--- config.mk ---
export PLATFORM = sky130hd
export DESIGN_NAME = sdc_ctrl
export DESIGN_NICKNAME = d
export VERILOG_FILES = /design/src/sdc_ctrl_dummy_never.sv /design/src/sdc_pkg.sv /design/src/sdc_ctrl.sv /design/src/sdc_sine_rom.sv
export SDC_FILE = /design/constraint.sdc
export NUM_CORES = 1
export LEC_CHECK = 0
export BUFFER_PORTS_ARGS = -buffer_cell sky130_fd_sc_hd__buf_4
export CORE_ASPECT_RATIO = 1.4
export CORE_MARGIN = 4
export CORE_UTILIZATION = 50
export DETAILED_ROUTE_END_ITERATION = 16
export GPL_TIMING_DRIVEN = 0
export PLACE_DENSITY = 0.68
export SYNTH_ARGS = -nofsm -noshare
export SYNTH_HDL_FRONTEND = slang
export SYNTH_HIERARCHICAL = 1
export SYNTH_SLANG_ARGS = --single-unit
--- constraint.sdc ---
create_clock -name clk -period 4.8 [get_ports clk]
set_clock_uncertainty 0.2 [all_clocks]
set_input_delay 0.72 -clock clk [delete_from_list [all_inputs] [get_ports clk]]
set_output_delay 0.72 -clock clk [all_outputs]
set_load 0.01 [all_outputs]
--- src/sdc_ctrl_dummy_never.sv ---
// Empty source unit that holds no design code
`timescale 1ns/1ps
`default_nettype none
`default_nettype wire

--- src/sdc_pkg.sv ---
// Shared constants and types for the sine reference and dual-slope converter control block
package sdc_pkg;

    // System clock
    localparam int CLK_HZ = 200_000_000;
    localparam int CLK_MHZ = CLK_HZ / 1_000_000;

    // Numerically controlled divider: phase accumulator width
    localparam int NCO_W = 32;

    // Half-steps per test period: 64 steps, two edges of the step clock each
    localparam int HALF_STEPS = 128;

    // Selectable test frequencies in Hz
    localparam int F100_HZ = 100;
    localparam int F120_HZ = 120;
    localparam int F1K_HZ = 1000;
    localparam int F10K_HZ = 10000;

    // Accumulator increments that give the step clock (64 f) for each frequency
    localparam logic [NCO_W-1:0] NCO_INC_100 = NCO_W'((64'(HALF_STEPS * F100_HZ) << NCO_W) / 64'(CLK_HZ));
    localparam logic [NCO_W-1:0] NCO_INC_120 = NCO_W'((64'(HALF_STEPS * F120_HZ) << NCO_W) / 64'(CLK_HZ));
    localparam logic [NCO_W-1:0] NCO_INC_1K = NCO_W'((64'(HALF_STEPS * F1K_HZ) << NCO_W) / 64'(CLK_HZ));
    localparam logic [NCO_W-1:0] NCO_INC_10K = NCO_W'((64'(HALF_STEPS * F10K_HZ) << NCO_W) / 64'(CLK_HZ));

    // Frequency select codes
    localparam logic [1:0] FREQ_100HZ = 2'h0;
    localparam logic [1:0] FREQ_120HZ = 2'h1;
    localparam logic [1:0] FREQ_1KHZ = 2'h2;
    localparam logic [1:0] FREQ_10KHZ = 2'h3;

    // Reference phase select codes (quarter cycles of advance)
    localparam logic [1:0] PH_0 = 2'h0;
    localparam logic [1:0] PH_90 = 2'h1;
    localparam logic [1:0] PH_180 = 2'h2;
    localparam logic [1:0] PH_270 = 2'h3;

    // Sine table geometry
    localparam int ADDR_W = 6;
    localparam int DAC_W = 8;
    localparam int QTR_LSB = 4;
    localparam logic [DAC_W-1:0] DAC_MID = 8'h80;
    localparam logic [ADDR_W-1:0] ADDR_RST = 6'h00;
    localparam logic [4:0] QTR_FULL = 5'h10;

    // Sampling interval and deintegration timeout
    localparam int SAMPLE_TIME_NS = 100_000;
    localparam int SAMPLE_CYC = (SAMPLE_TIME_NS * CLK_MHZ + 999) / 1000;
    localparam int DEINT_TIMEOUT_NS = 325_000;
    localparam int TIMEOUT_CYC = (DEINT_TIMEOUT_NS * CLK_MHZ) / 1000;

    // Counter widths and the largest conversion count still valid
    localparam int SAMP_W = 17;
    localparam int CNT_W = 16;
    localparam int TMO_W = 17;
    localparam logic [CNT_W-1:0] MAX_VALID_COUNT = 16'hea60;

    // Converter sequencer states
    typedef enum logic [1:0] {
        SDC_IDLE,
        SDC_SAMPLE,
        SDC_DEINT
    } sdc_conv_state_t;

endpackage

--- src/sdc_ctrl.sv ---
// Test-signal and reference sine generation with dual-slope converter sequencing
`timescale 1ns/1ps
`default_nettype none
// Contract
// - Every clock, trigger and test frequency is divided digitally from one time base.
// - Processor selects 100 Hz, 120 Hz, 1 kHz or 10 kHz via the freq_sel code.
// - Binary halving stages from the step clock give 32f down to f squares.
// - Divider outputs address a test sine table of sixty-four steps per cycle.
// - Each table entry goes out as an eight-bit word to the test converter.
// - Smoothing filter selection follows the chosen test frequency.
// - A second table on the same address gives a zero-phase reference sine.
// - Processor command shifts reference phase by 90, 180 or 270 degrees.
// - Four reference phases exactly a quarter cycle apart at test frequency.
// - Converter stages act only on the processor's control port signals.
// - Integrator first samples multiplier output for a fixed interval.
// - Then deintegrate at reference rate until zero-cross comparator reports zero.
// - Counter runs only during deintegration; final count is the result.
// - Limit comparator during sampling starts deintegration while sampling continues.
// - Flag too-long fault and abort when zero not reached in bounded time.
// - Flag too-short fault and abort when already zero at deintegration start.
module sdc_ctrl #(
    parameter int SAMPLE_CYCLES = sdc_pkg::SAMPLE_CYC, // Sampling interval in clocks
    parameter int TIMEOUT_CYCLES = sdc_pkg::TIMEOUT_CYC // Deintegration timeout in clocks
) (
    input wire logic clk, // System clock, 200 MHz
    input wire logic srst, // Synchronous reset, active high
    input wire logic [1:0] freq_sel, // Test frequency code
    input wire logic [1:0] phase_sel, // Reference phase code
    input wire logic conv_start, // Start one conversion, pulse
    input wire logic zero_cross_compare_n, // Low when integrator is at or past zero
    input wire logic integrator_limit_n, // Low when integrator reaches its limit
    output logic step_clk_q, // Square wave at 64 f
    output logic [sdc_pkg::ADDR_W-1:0] div_sq_q, // Squares 32f (bit 0) down to f (bit 5)
    output logic [sdc_pkg::DAC_W-1:0] test_dac_q, // Test sine word
    output logic [sdc_pkg::DAC_W-1:0] ref_dac_q, // Reference sine word
    output logic [1:0] filter_sel_q, // Smoothing filter select
    output logic sample_sw_q, // Integrator sampling switch on
    output logic deint_sw_q, // Reference deintegration switch on
    output logic [sdc_pkg::CNT_W-1:0] conv_count_q, // Conversion result count
    output logic conv_done_q, // Conversion finished normally
    output logic busy_q, // Conversion in progress
    output logic fault_too_long_q, // Integrator did not return to zero in time
    output logic fault_too_short_q // Integrator already at zero at deintegration start
);
    import sdc_pkg::*;

    // Divider state
    logic [NCO_W-1:0] acc_q;
    logic [NCO_W-1:0] acc_d;
    logic [NCO_W-1:0] nco_inc;
    logic step_clk_d;
    logic [ADDR_W-1:0] div_sq_d;
    logic [1:0] filter_sel_d;
    logic [ADDR_W-1:0] ref_addr;

    // Converter state
    sdc_conv_state_t state_q;
    sdc_conv_state_t state_d;
    logic [SAMP_W-1:0] samp_cnt_q;
    logic [SAMP_W-1:0] samp_cnt_d;
    logic [TMO_W-1:0] tmo_cnt_q;
    logic [TMO_W-1:0] tmo_cnt_d;
    logic sample_sw_d;
    logic deint_sw_d;
    logic [CNT_W-1:0] conv_count_d;
    logic conv_done_d;
    logic busy_d;
    logic fault_too_long_d;
    logic fault_too_short_d;

    // Accumulator increment for the selected step rate
    always_comb begin
        nco_inc = NCO_INC_100;
        unique case (freq_sel)
            FREQ_100HZ: nco_inc = NCO_INC_100;
            FREQ_120HZ: nco_inc = NCO_INC_120;
            FREQ_1KHZ: nco_inc = NCO_INC_1K;
            FREQ_10KHZ: nco_inc = NCO_INC_10K;
        endcase
    end

    // Phase accumulator divides the clock; each overflow is one step clock edge
    always_comb begin
        logic carry;
        carry = 1'b0;
        {carry, acc_d} = {1'b0, acc_q} + {1'b0, nco_inc};
        step_clk_d = step_clk_q ^ carry;
        div_sq_d = div_sq_q;
        // Halving chain advances on the falling edge of the step clock
        if (carry && step_clk_q) begin
            div_sq_d = div_sq_q + 6'h01;
        end
        filter_sel_d = freq_sel;
    end

    // Divider registers
    always_ff @(posedge clk) begin
        if (srst) begin
            acc_q <= '0;
            step_clk_q <= 1'b0;
            div_sq_q <= ADDR_RST;
            filter_sel_q <= FREQ_100HZ;
        end else begin
            acc_q <= acc_d;
            step_clk_q <= step_clk_d;
            div_sq_q <= div_sq_d;
            filter_sel_q <= filter_sel_d;
        end
    end

    // Reference address: the phase code rotates the quadrant lines (2f and f)
    always_comb begin
        ref_addr = div_sq_q + {phase_sel, 4'h0};
    end

    // Test sine table, addressed straight from the divider
    sdc_sine_rom u_test_rom (
        .clk(clk),
        .srst(srst),
        .addr(div_sq_q),
        .data_q(test_dac_q)
    );

    // Reference sine table, same address at zero phase unless shifted
    sdc_sine_rom u_ref_rom (
        .clk(clk),
        .srst(srst),
        .addr(ref_addr),
        .data_q(ref_dac_q)
    );

    // Converter sequencer: sample, deintegrate, count, check faults
    always_comb begin
        logic samp_end;
        logic start_deint;
        state_d = state_q;
        samp_cnt_d = samp_cnt_q;
        tmo_cnt_d = tmo_cnt_q;
        sample_sw_d = sample_sw_q;
        deint_sw_d = deint_sw_q;
        conv_count_d = conv_count_q;
        conv_done_d = conv_done_q;
        busy_d = busy_q;
        fault_too_long_d = fault_too_long_q;
        fault_too_short_d = fault_too_short_q;
        samp_end = (samp_cnt_q == SAMP_W'(SAMPLE_CYCLES - 1));
        start_deint = 1'b0;
        unique case (state_q)
            SDC_IDLE: begin
                // Only the processor start pulse launches a conversion
                if (conv_start) begin
                    state_d = SDC_SAMPLE;
                    sample_sw_d = 1'b1;
                    deint_sw_d = 1'b0;
                    samp_cnt_d = '0;
                    tmo_cnt_d = '0;
                    conv_count_d = '0;
                    conv_done_d = 1'b0;
                    busy_d = 1'b1;
                    fault_too_long_d = 1'b0;
                    fault_too_short_d = 1'b0;
                end
            end
            SDC_SAMPLE: begin
                samp_cnt_d = samp_cnt_q + 17'h00001;
                // Limit comparator or the end of sampling starts deintegration
                start_deint = !deint_sw_q && (!integrator_limit_n || samp_end);
                if (start_deint && !zero_cross_compare_n) begin
                    // Already at zero or wrong polarity: abort
                    state_d = SDC_IDLE;
                    sample_sw_d = 1'b0;
                    deint_sw_d = 1'b0;
                    busy_d = 1'b0;
                    fault_too_short_d = 1'b1;
                end else begin
                    if (start_deint) begin
                        deint_sw_d = 1'b1;
                    end
                    // Overlapped deintegration is counted as well
                    if (deint_sw_q) begin
                        conv_count_d = conv_count_q + 16'h0001;
                        tmo_cnt_d = tmo_cnt_q + 17'h00001;
                    end
                    if (samp_end) begin
                        sample_sw_d = 1'b0;
                        state_d = SDC_DEINT;
                    end
                end
            end
            SDC_DEINT: begin
                if (!zero_cross_compare_n) begin
                    // Zero reached: stop and hold the count as the result
                    state_d = SDC_IDLE;
                    deint_sw_d = 1'b0;
                    busy_d = 1'b0;
                    conv_done_d = 1'b1;
                end else if (tmo_cnt_q == TMO_W'(TIMEOUT_CYCLES - 1)) begin
                    state_d = SDC_IDLE;
                    deint_sw_d = 1'b0;
                    busy_d = 1'b0;
                    fault_too_long_d = 1'b1;
                end else begin
                    conv_count_d = conv_count_q + 16'h0001;
                    tmo_cnt_d = tmo_cnt_q + 17'h00001;
                end
            end
            default: begin
                state_d = SDC_IDLE;
                sample_sw_d = 1'b0;
                deint_sw_d = 1'b0;
                busy_d = 1'b0;
            end
        endcase
    end

    // Converter registers
    always_ff @(posedge clk) begin
        if (srst) begin
            state_q <= SDC_IDLE;
            samp_cnt_q <= '0;
            tmo_cnt_q <= '0;
            sample_sw_q <= 1'b0;
            deint_sw_q <= 1'b0;
            conv_count_q <= '0;
            conv_done_q <= 1'b0;
            busy_q <= 1'b0;
            fault_too_long_q <= 1'b0;
            fault_too_short_q <= 1'b0;
        end else begin
            state_q <= state_d;
            samp_cnt_q <= samp_cnt_d;
            tmo_cnt_q <= tmo_cnt_d;
            sample_sw_q <= sample_sw_d;
            deint_sw_q <= deint_sw_d;
            conv_count_q <= conv_count_d;
            conv_done_q <= conv_done_d;
            busy_q <= busy_d;
            fault_too_long_q <= fault_too_long_d;
            fault_too_short_q <= fault_too_short_d;
        end
    end

endmodule
`default_nettype wire

--- src/sdc_sine_rom.sv ---
// Registered 64-step sine lookup table, offset-binary output
`timescale 1ns/1ps
`default_nettype none
module sdc_sine_rom (
    input wire logic clk, // System clock
    input wire logic srst, // Synchronous reset, active high
    input wire logic [sdc_pkg::ADDR_W-1:0] addr, // Step index within one cycle
    output logic [sdc_pkg::DAC_W-1:0] data_q // Sample word to the converter
);
    import sdc_pkg::*;

    logic [DAC_W-1:0] data_d;

    // Quarter-wave magnitudes, 127 * sin(m * 90 / 16 degrees)
    function automatic logic [DAC_W-1:0] qtr_mag(input logic [4:0] m);
        logic [DAC_W-1:0] v;
        v = 8'h00;
        unique case (m)
            5'h00: v = 8'h00;
            5'h01: v = 8'h0c;
            5'h02: v = 8'h19;
            5'h03: v = 8'h25;
            5'h04: v = 8'h31;
            5'h05: v = 8'h3c;
            5'h06: v = 8'h47;
            5'h07: v = 8'h51;
            5'h08: v = 8'h5a;
            5'h09: v = 8'h62;
            5'h0a: v = 8'h6a;
            5'h0b: v = 8'h70;
            5'h0c: v = 8'h75;
            5'h0d: v = 8'h7a;
            5'h0e: v = 8'h7d;
            5'h0f: v = 8'h7e;
            5'h10: v = 8'h7f;
            default: v = 8'h00;
        endcase
        return v;
    endfunction

    // Fold the full cycle onto the quarter table by quadrant symmetry
    always_comb begin
        logic [4:0] m;
        logic [DAC_W-1:0] mag;
        m = {1'b0, addr[QTR_LSB-1:0]};
        if (addr[QTR_LSB]) begin
            m = QTR_FULL - m;
        end
        mag = qtr_mag(m);
        if (addr[ADDR_W-1]) begin
            data_d = DAC_MID - mag;
        end else begin
            data_d = DAC_MID + mag;
        end
    end

    // Output register
    always_ff @(posedge clk) begin
        if (srst) begin
            data_q <= DAC_MID;
        end else begin
            data_q <= data_d;
        end
    end

endmodule
`default_nettype wire
=== Word-level counts from Yosys, hierarchy flattened ===
Memory sizes are Yosys's and may differ from the RTL's.
Index checks and enable logic that the tools add are counted.

* Register bits after elaboration: 115
* Bits in read-only memories: 448
* Input bits: 9
* Output and inout bits: 47
* Logic and storage cells: 114
* Memories: 2

* $add $sub $neg: 12
* Equality and inequality tests: 18
* Muxes and demuxes: 43
* Bitwise operators: 2
* Reductions and logical operators: 21

{| class="wikitable"
|+ Memories
! memory !! words !! bits a word !! read ports !! clocked after Yosys merged registers in !! write ports !! line !! source
|-
| (no name shown) || 32 || 7 || 1 || 0 || 0 || sdc_sine_rom.sv:18 || <nowiki>unique case (m)</nowiki>
|-
| (no name shown) || 32 || 7 || 1 || 0 || 0 || sdc_sine_rom.sv:18 ||
|}

{| class="wikitable"
|+ Operators with widths
! cell !! count
|-
| $pmux W32 S4 || 1
|-
| $mux W17 || 5
|-
| $mux W16 || 5
|-
| $pmux W17 S3 || 1
|-
| $pmux W16 S3 || 1
|-
| $add A17 B1 Y17 const B || 2
|-
| $pmux W17 S2 || 1
|-
| $add A32 B32 Y33 || 1
|-
| $reduce_and A3 Y1 || 6
|-
| $eq A17 B15 Y1 const B || 1
|-
| $eq A17 B16 Y1 const B || 1
|-
| $add A16 B1 Y16 const B || 1
|-
| $add A8 B8 Y8 const A || 2
|-
| $mux W8 || 2
|-
| $ne A2 B2 Y1 const B || 8
|-
| $sub A8 B8 Y8 const A || 2
|-
| $mux W1 || 13
|-
| $mux W2 || 5
|-
| $mux W5 || 2
|-
| $sub A5 B4 Y5 const A || 2
|-
| $ne A3 B3 Y1 const B || 3
|-
| $pmux W1 S3 || 3
|-
| $add A6 B1 Y6 const B || 1
|-
| $add A6 B6 Y6 || 1
|-
| other kinds (15) || 26
|}

=== Depth between registers and ports, before layout ===
* Depth after elaboration: 6
* Mapped depth: 15
* Gate-level depth less buffers: 14

=== By module ===
Netlist, hierarchy kept.

{| class="wikitable"
|+ By module, submodules not included
! module !! instances !! cells each !! area each (sq um) !! sequential area each (sq um)
|-
| sdc_ctrl || 1 || 702 || 5778.0 || 1981.9
|-
| sdc_sine_rom (u_test_rom) || 1 || 117 || 978.4 || 160.2
|-
| sdc_sine_rom (u_ref_rom) || 1 || 112 || 898.4 || 160.2
|}

=== Least setup slack after synthesis ===
Ideal clock, no wire load.

* Path type: input-to-reg
* Start: input freq_sel[0]
* End: register div_sq_q[5] in the netlist's numbering
* Library setup time: 0.071 ns
* Arrival time: 3.557 ns
* Data required time: 4.529 ns
* Setup slack: 0.973 ns
* Stages: 14
* Path buffers: 1
* Path through: inv_1 > ha_1 > or2_2 > ha_1 > clkbuf_1 > nand4_1 > nor4_1 > o311a_1 > o21ai_1 > a21oi_1 > ha_1 > nand4_1 > or3_1 > a21oi_1

* Word-level cells in the longest chain between the ends: 4
* Elaborated cells on any way between the ends: 7
* Classes of those cells: add/sub: 1; eq/ne: 3; mux: 1; reduce/logical: 2

{| class="wikitable"
|+ RTL lines
! item !! line !! source
|-
| from (decl) || sdc_ctrl.sv:27 || <nowiki>input wire logic [1:0] freq_sel,</nowiki>
|-
| $eq A2 B2 Y1 (tied with other cells) || sdc_ctrl.sv:74 || <nowiki>unique case (freq_sel)</nowiki>
|-
| $pmux W32 S4 (*) || sdc_ctrl.sv:74 ||
|-
| $add A32 B32 Y33 (*) || sdc_ctrl.sv:86 || <nowiki>{carry, acc_d} = {1'b0, acc_q} + {1'b0, nco_inc};</nowiki>
|-
| $logic_and A1 B1 Y1 (*) || sdc_ctrl.sv:90 || <nowiki>if (carry && step_clk_q) begin</nowiki>
|-
| to (signal assigned) || sdc_ctrl.sv:106 || <nowiki>div_sq_q <= div_sq_d;</nowiki>
|-
| to (decl) || sdc_ctrl.sv:33 || <nowiki>output logic [sdc_pkg::ADDR_W-1:0] div_sq_q,</nowiki>
|}

Every way passes the cells marked *; elsewhere a longest branch is shown, timed or not. The select of a mux whose other input is x is not followed.
A chain may end at the register's enable or synchronous reset.

=== Final worst setup path ===
Ends and elaborated chain as after synthesis.

==> impl_metrics.csv <==
group,metric,value,unit
cells_and_area,diodes,0,
floorplan,chipHeight,154,µm
yosys,synth_top_family_by_area,"simple AND/OR/NAND/NOR gates",
timing,maxSlewHeadroom,50.8,%
timing,drv_slew,0,
detailed_routing,antenna_left,0,
cells_and_area,finalNonFillerCells,1208,
worst_setup_path,critPathArrivalTime,4320,ps
yosys,synth.ff_latch_count,115,
cells_and_area,n_fill_cell,1381,
cells_and_area,mostFrequentLayoutCell,"nor2_1",
cells_and_area,stdcell_area,0.00895,mm²
run,maxCapViolCount,0,
timing,fin_crit,4190,ps
detailed_routing,first_pass_iters,5,
placed_design,dpl_cell_area,0.00830,mm²
grt,track_usage,21.0,%
cells_and_area,post-route-util,59.5,%
worst_setup_path,crit_required,4930,ps
placed_design,place.gp.congestion,0.895,
worst_setup_path,cpPeakStageDelay,410,ps
cells_and_area,multi_input_area,0.00496,mm²
cells_and_area,drive_gt1_share,14.3,%
clocking,clk_path_buf_depth,2,
worst_setup_path,r2r-start,"div_sq_q[1]",
detailed_routing,wl,18100,µm
min_path,worstHoldEndpoint,"tmo_cnt_q[1]",
min_path,hold-path-cell-count,2,
yosys,synth_flop_cell,"dfxtp_1",
placed_design,port-buffer-count,54,
timing,rsz0062_at_grt,"no",
clocking,cts_root_buffer,"clkbuf_16",
min_path,min-delay-start,"tmo_cnt_q[1]",
clocking,cts-resized-gates,0,
clocking,clk_latency,420,ps
yosys,yosysSeqAreaShare,30.1,%
clocking,cts.sinks,115,
placed_design,place_inst,1177,
clocking,postCtsHoldBufs,0,
pwr,p_leak,0.00353,µW
placed_design,place_hpwl,13500,µm
worst_setup_path,reg2reg_slack,790,ps
detailed_routing,wl_per_cell,15.0,µm
detailed_routing,drcViolationCount,0,
yosys,yosysWarnings,6,
clocking,cts-buffers-inserted,17,
yosys,synthCells,931,
timing,fin_crit_sh,87.3,%
worst_setup_path,rr_worst_depth,11,
cells_and_area,final_cell_mix,"119 x nor2_1, 115 x dfxtp_1, 61 x nand2_1, 59 x buf_4, 50 x a21oi_1",
yosys,synthDistinctLibCells,96,
grt,antenna_found_initial,0,
worst_setup_path,worstSetupPathType,"primary input to register",
cells_and_area,layout.area.seq,0.00230,mm²
worst_setup_path,cpMaxStageDelayCell,"nor4_1",
worst_setup_path,crit_buf_inv,3,
worst_setup_path,end_kind,"register",
clocking,clk_pin_slew,50,ps
grt,grt_max_degree,19,
pwr,powerDensity,424,mW/mm²
floorplan,design.die.area,0.0174,mm²
detailed_routing,drtIter0Drc,315,
grt,overflow,0,
cells_and_area,fin_nets,1059,
detailed_routing,vias_per_cell,5.72,
outcome,status,"completed",
min_path,min_path_type,"register to register",
cells_and_area,syn_to_final_growth,16.9,%
grt,grt_pass1_vias,6633,
yosys,synthSimpleGateAreaFrac,26.8,%
worst_setup_path,path_delay_family,"simple AND/OR/NAND/NOR gates",
floorplan,core_area,0.0151,mm²
worst_setup_path,worstPathCellList,"buf_4, inv_1, ha_1, or2_2, ha_1, clkbuf_1, nand4_1, nor4_1, o311a_1, o21ai_1, a21oi_1, ha_1, nand4_1, or3_1, a21oi_1",
worst_setup_path,cp_max_fo,7,
timing,hold_viol,0,
clocking,post_cts.repair.setup_buffers,0,
floorplan,start_util,50.9,%
worst_setup_path,critPathLaunchType,"primary input",
clocking,h-tree-depth,4,
yosys,syn_area,0.00765,mm²
timing,timing.fmax,239,MHz
floorplan,die_x,113,µm
yosys,synth-adder-area-share,7.52,%
yosys,synth_edf_count,0,
yosys,muxShareOfSynthArea,3.43,%
grt,grt_pass1_wl,30400,µm
yosys,synthXorXnorAreaFrac,8.53,%
timing,worst_pin_slew,737,ps
detailed_routing,vias,6914,
pwr,ir_worst_vdd,0.329,mV
yosys,syn_avg_cell_area,8.22,µm²
timing,setup_viol,0,
worst_setup_path,crit_top_cell,"ha_1",
yosys,synth_nets,986,
floorplan,rows,53,
yosys,async_reset_ff_share,0,%
timing,fin_tns_setup,0,ps
clocking,cts_tree,"yes",
floorplan,ios,56,
pwr,total_power,3790,µW
worst_setup_path,reg2reg_to,"u_test_rom/data_q[6]",
yosys,synth_compound_area_share,18.6,%
power breakdown:
group | internal [µW] | switching, µW
Sequential | 1070 | 63.2
Combinational | 476 | 791
Clock | 933 | 458
layer usage:
| layer | GRT usage [%] | up-vias | wire (µm) |
|---|---|---|---|
| li1 | - | 3507 | - |
| met1 | 24.1 | 3217 | 7870 |
| met2 | 37.4 | 151 | 9240 |
| met3 | 4.34 | 39 | 552 |
| met4 | 8.53 | 0 | 460 |
| met5 | 0 | - | 0 |
kinds of logic (layout without fill, tap and decap cells):
logic type,after synthesis,count (layout)
XOR/XNOR,72,72
buffers and inverters,83,168
AND/OR/NAND/NOR,394,394
multiplexers,24,24
AO/OA/AOI/OAI,197,197
adder cells (fa/ha/maj),46,46
flip-flops,115,115
sequential cells by signal, indices dropped and copies added, names as in the netlist, 2 cells and up:
signal	count
acc_q	32
tmo_cnt_q	17
u_ref_rom/data_q	8
conv_count_q	16
filter_sel_q	2
samp_cnt_q	17
state_q	2
div_sq_q	6
u_test_rom/data_q	8
how the worst max path moves through the flow:
stage	start	endpoint	slack [ps]	depth (start not counted)
after floorplan	freq_sel[0]	div_sq_q[5]	970	14
after CTS	freq_sel[0]	div_sq_q[5]	650	15
after global placement	freq_sel[0]	div_sq_q[5]	240	15
after detailed placement	freq_sel[0]	div_sq_q[5]	240	15
after global routing	freq_sel[0]	div_sq_q[5]	350	15
final	freq_sel[0]	div_sq_q[5]	610	15
cell usage after synthesis (9+ instances only):
cell type    n  share of area (%)
and2_1      13                1.1
a31oi_1     12               0.98
and3_1      14                1.1
xor2_1      33                3.8
o211ai_1    10               0.98
o21ai_0     21                1.4
nor2_1     119                5.8
dfxtp_1    115                 30
nand2_1     61                3.0
nand3_1     28                1.8
or3_1        9               0.74
mux2i_1     12                1.6
o21a_1      10               0.98
nor2b_1     20                1.6
inv_1       35                1.7
xnor2_1     36                4.1
clkbuf_1    25                1.2
a21oi_1     50                3.3
nand4_1     27                2.2
ha_1        46                7.5
nand2b_1    14                1.1
nor4_1       9               0.74
nor3_1      39                2.5
worst reg2reg max path: cells and delay by family, from the launching register on:
family	cells	cell delay (ps)
AO/OA/AOI/OAI	3	860
adder cells (fa/ha/maj)	2	670
buffers and inverters	1	190
flip-flops	1	790
multiplexers	2	640
AND/OR/NAND/NOR	3	520
final cells by class:
type	instances	area share (%)
flip-flops and latches	115	25.7
clock inverters	12	2.31
plain buffers	48	2.91
repair buffers	54	4.53
inverters	35	1.47
well taps	192	2.68
multi-input cells	733	55.4
clock buffers	19	4.95
per-stage QoR:
step                worst slack [ps]  hold WS, ps
detailed placement               236          265
CTS                              651          272
global route                     349          300
finish                           610          267
global placement                 236          258
floorplan                        973          248
No activity file was read; power rests on OpenSTA's default activity.
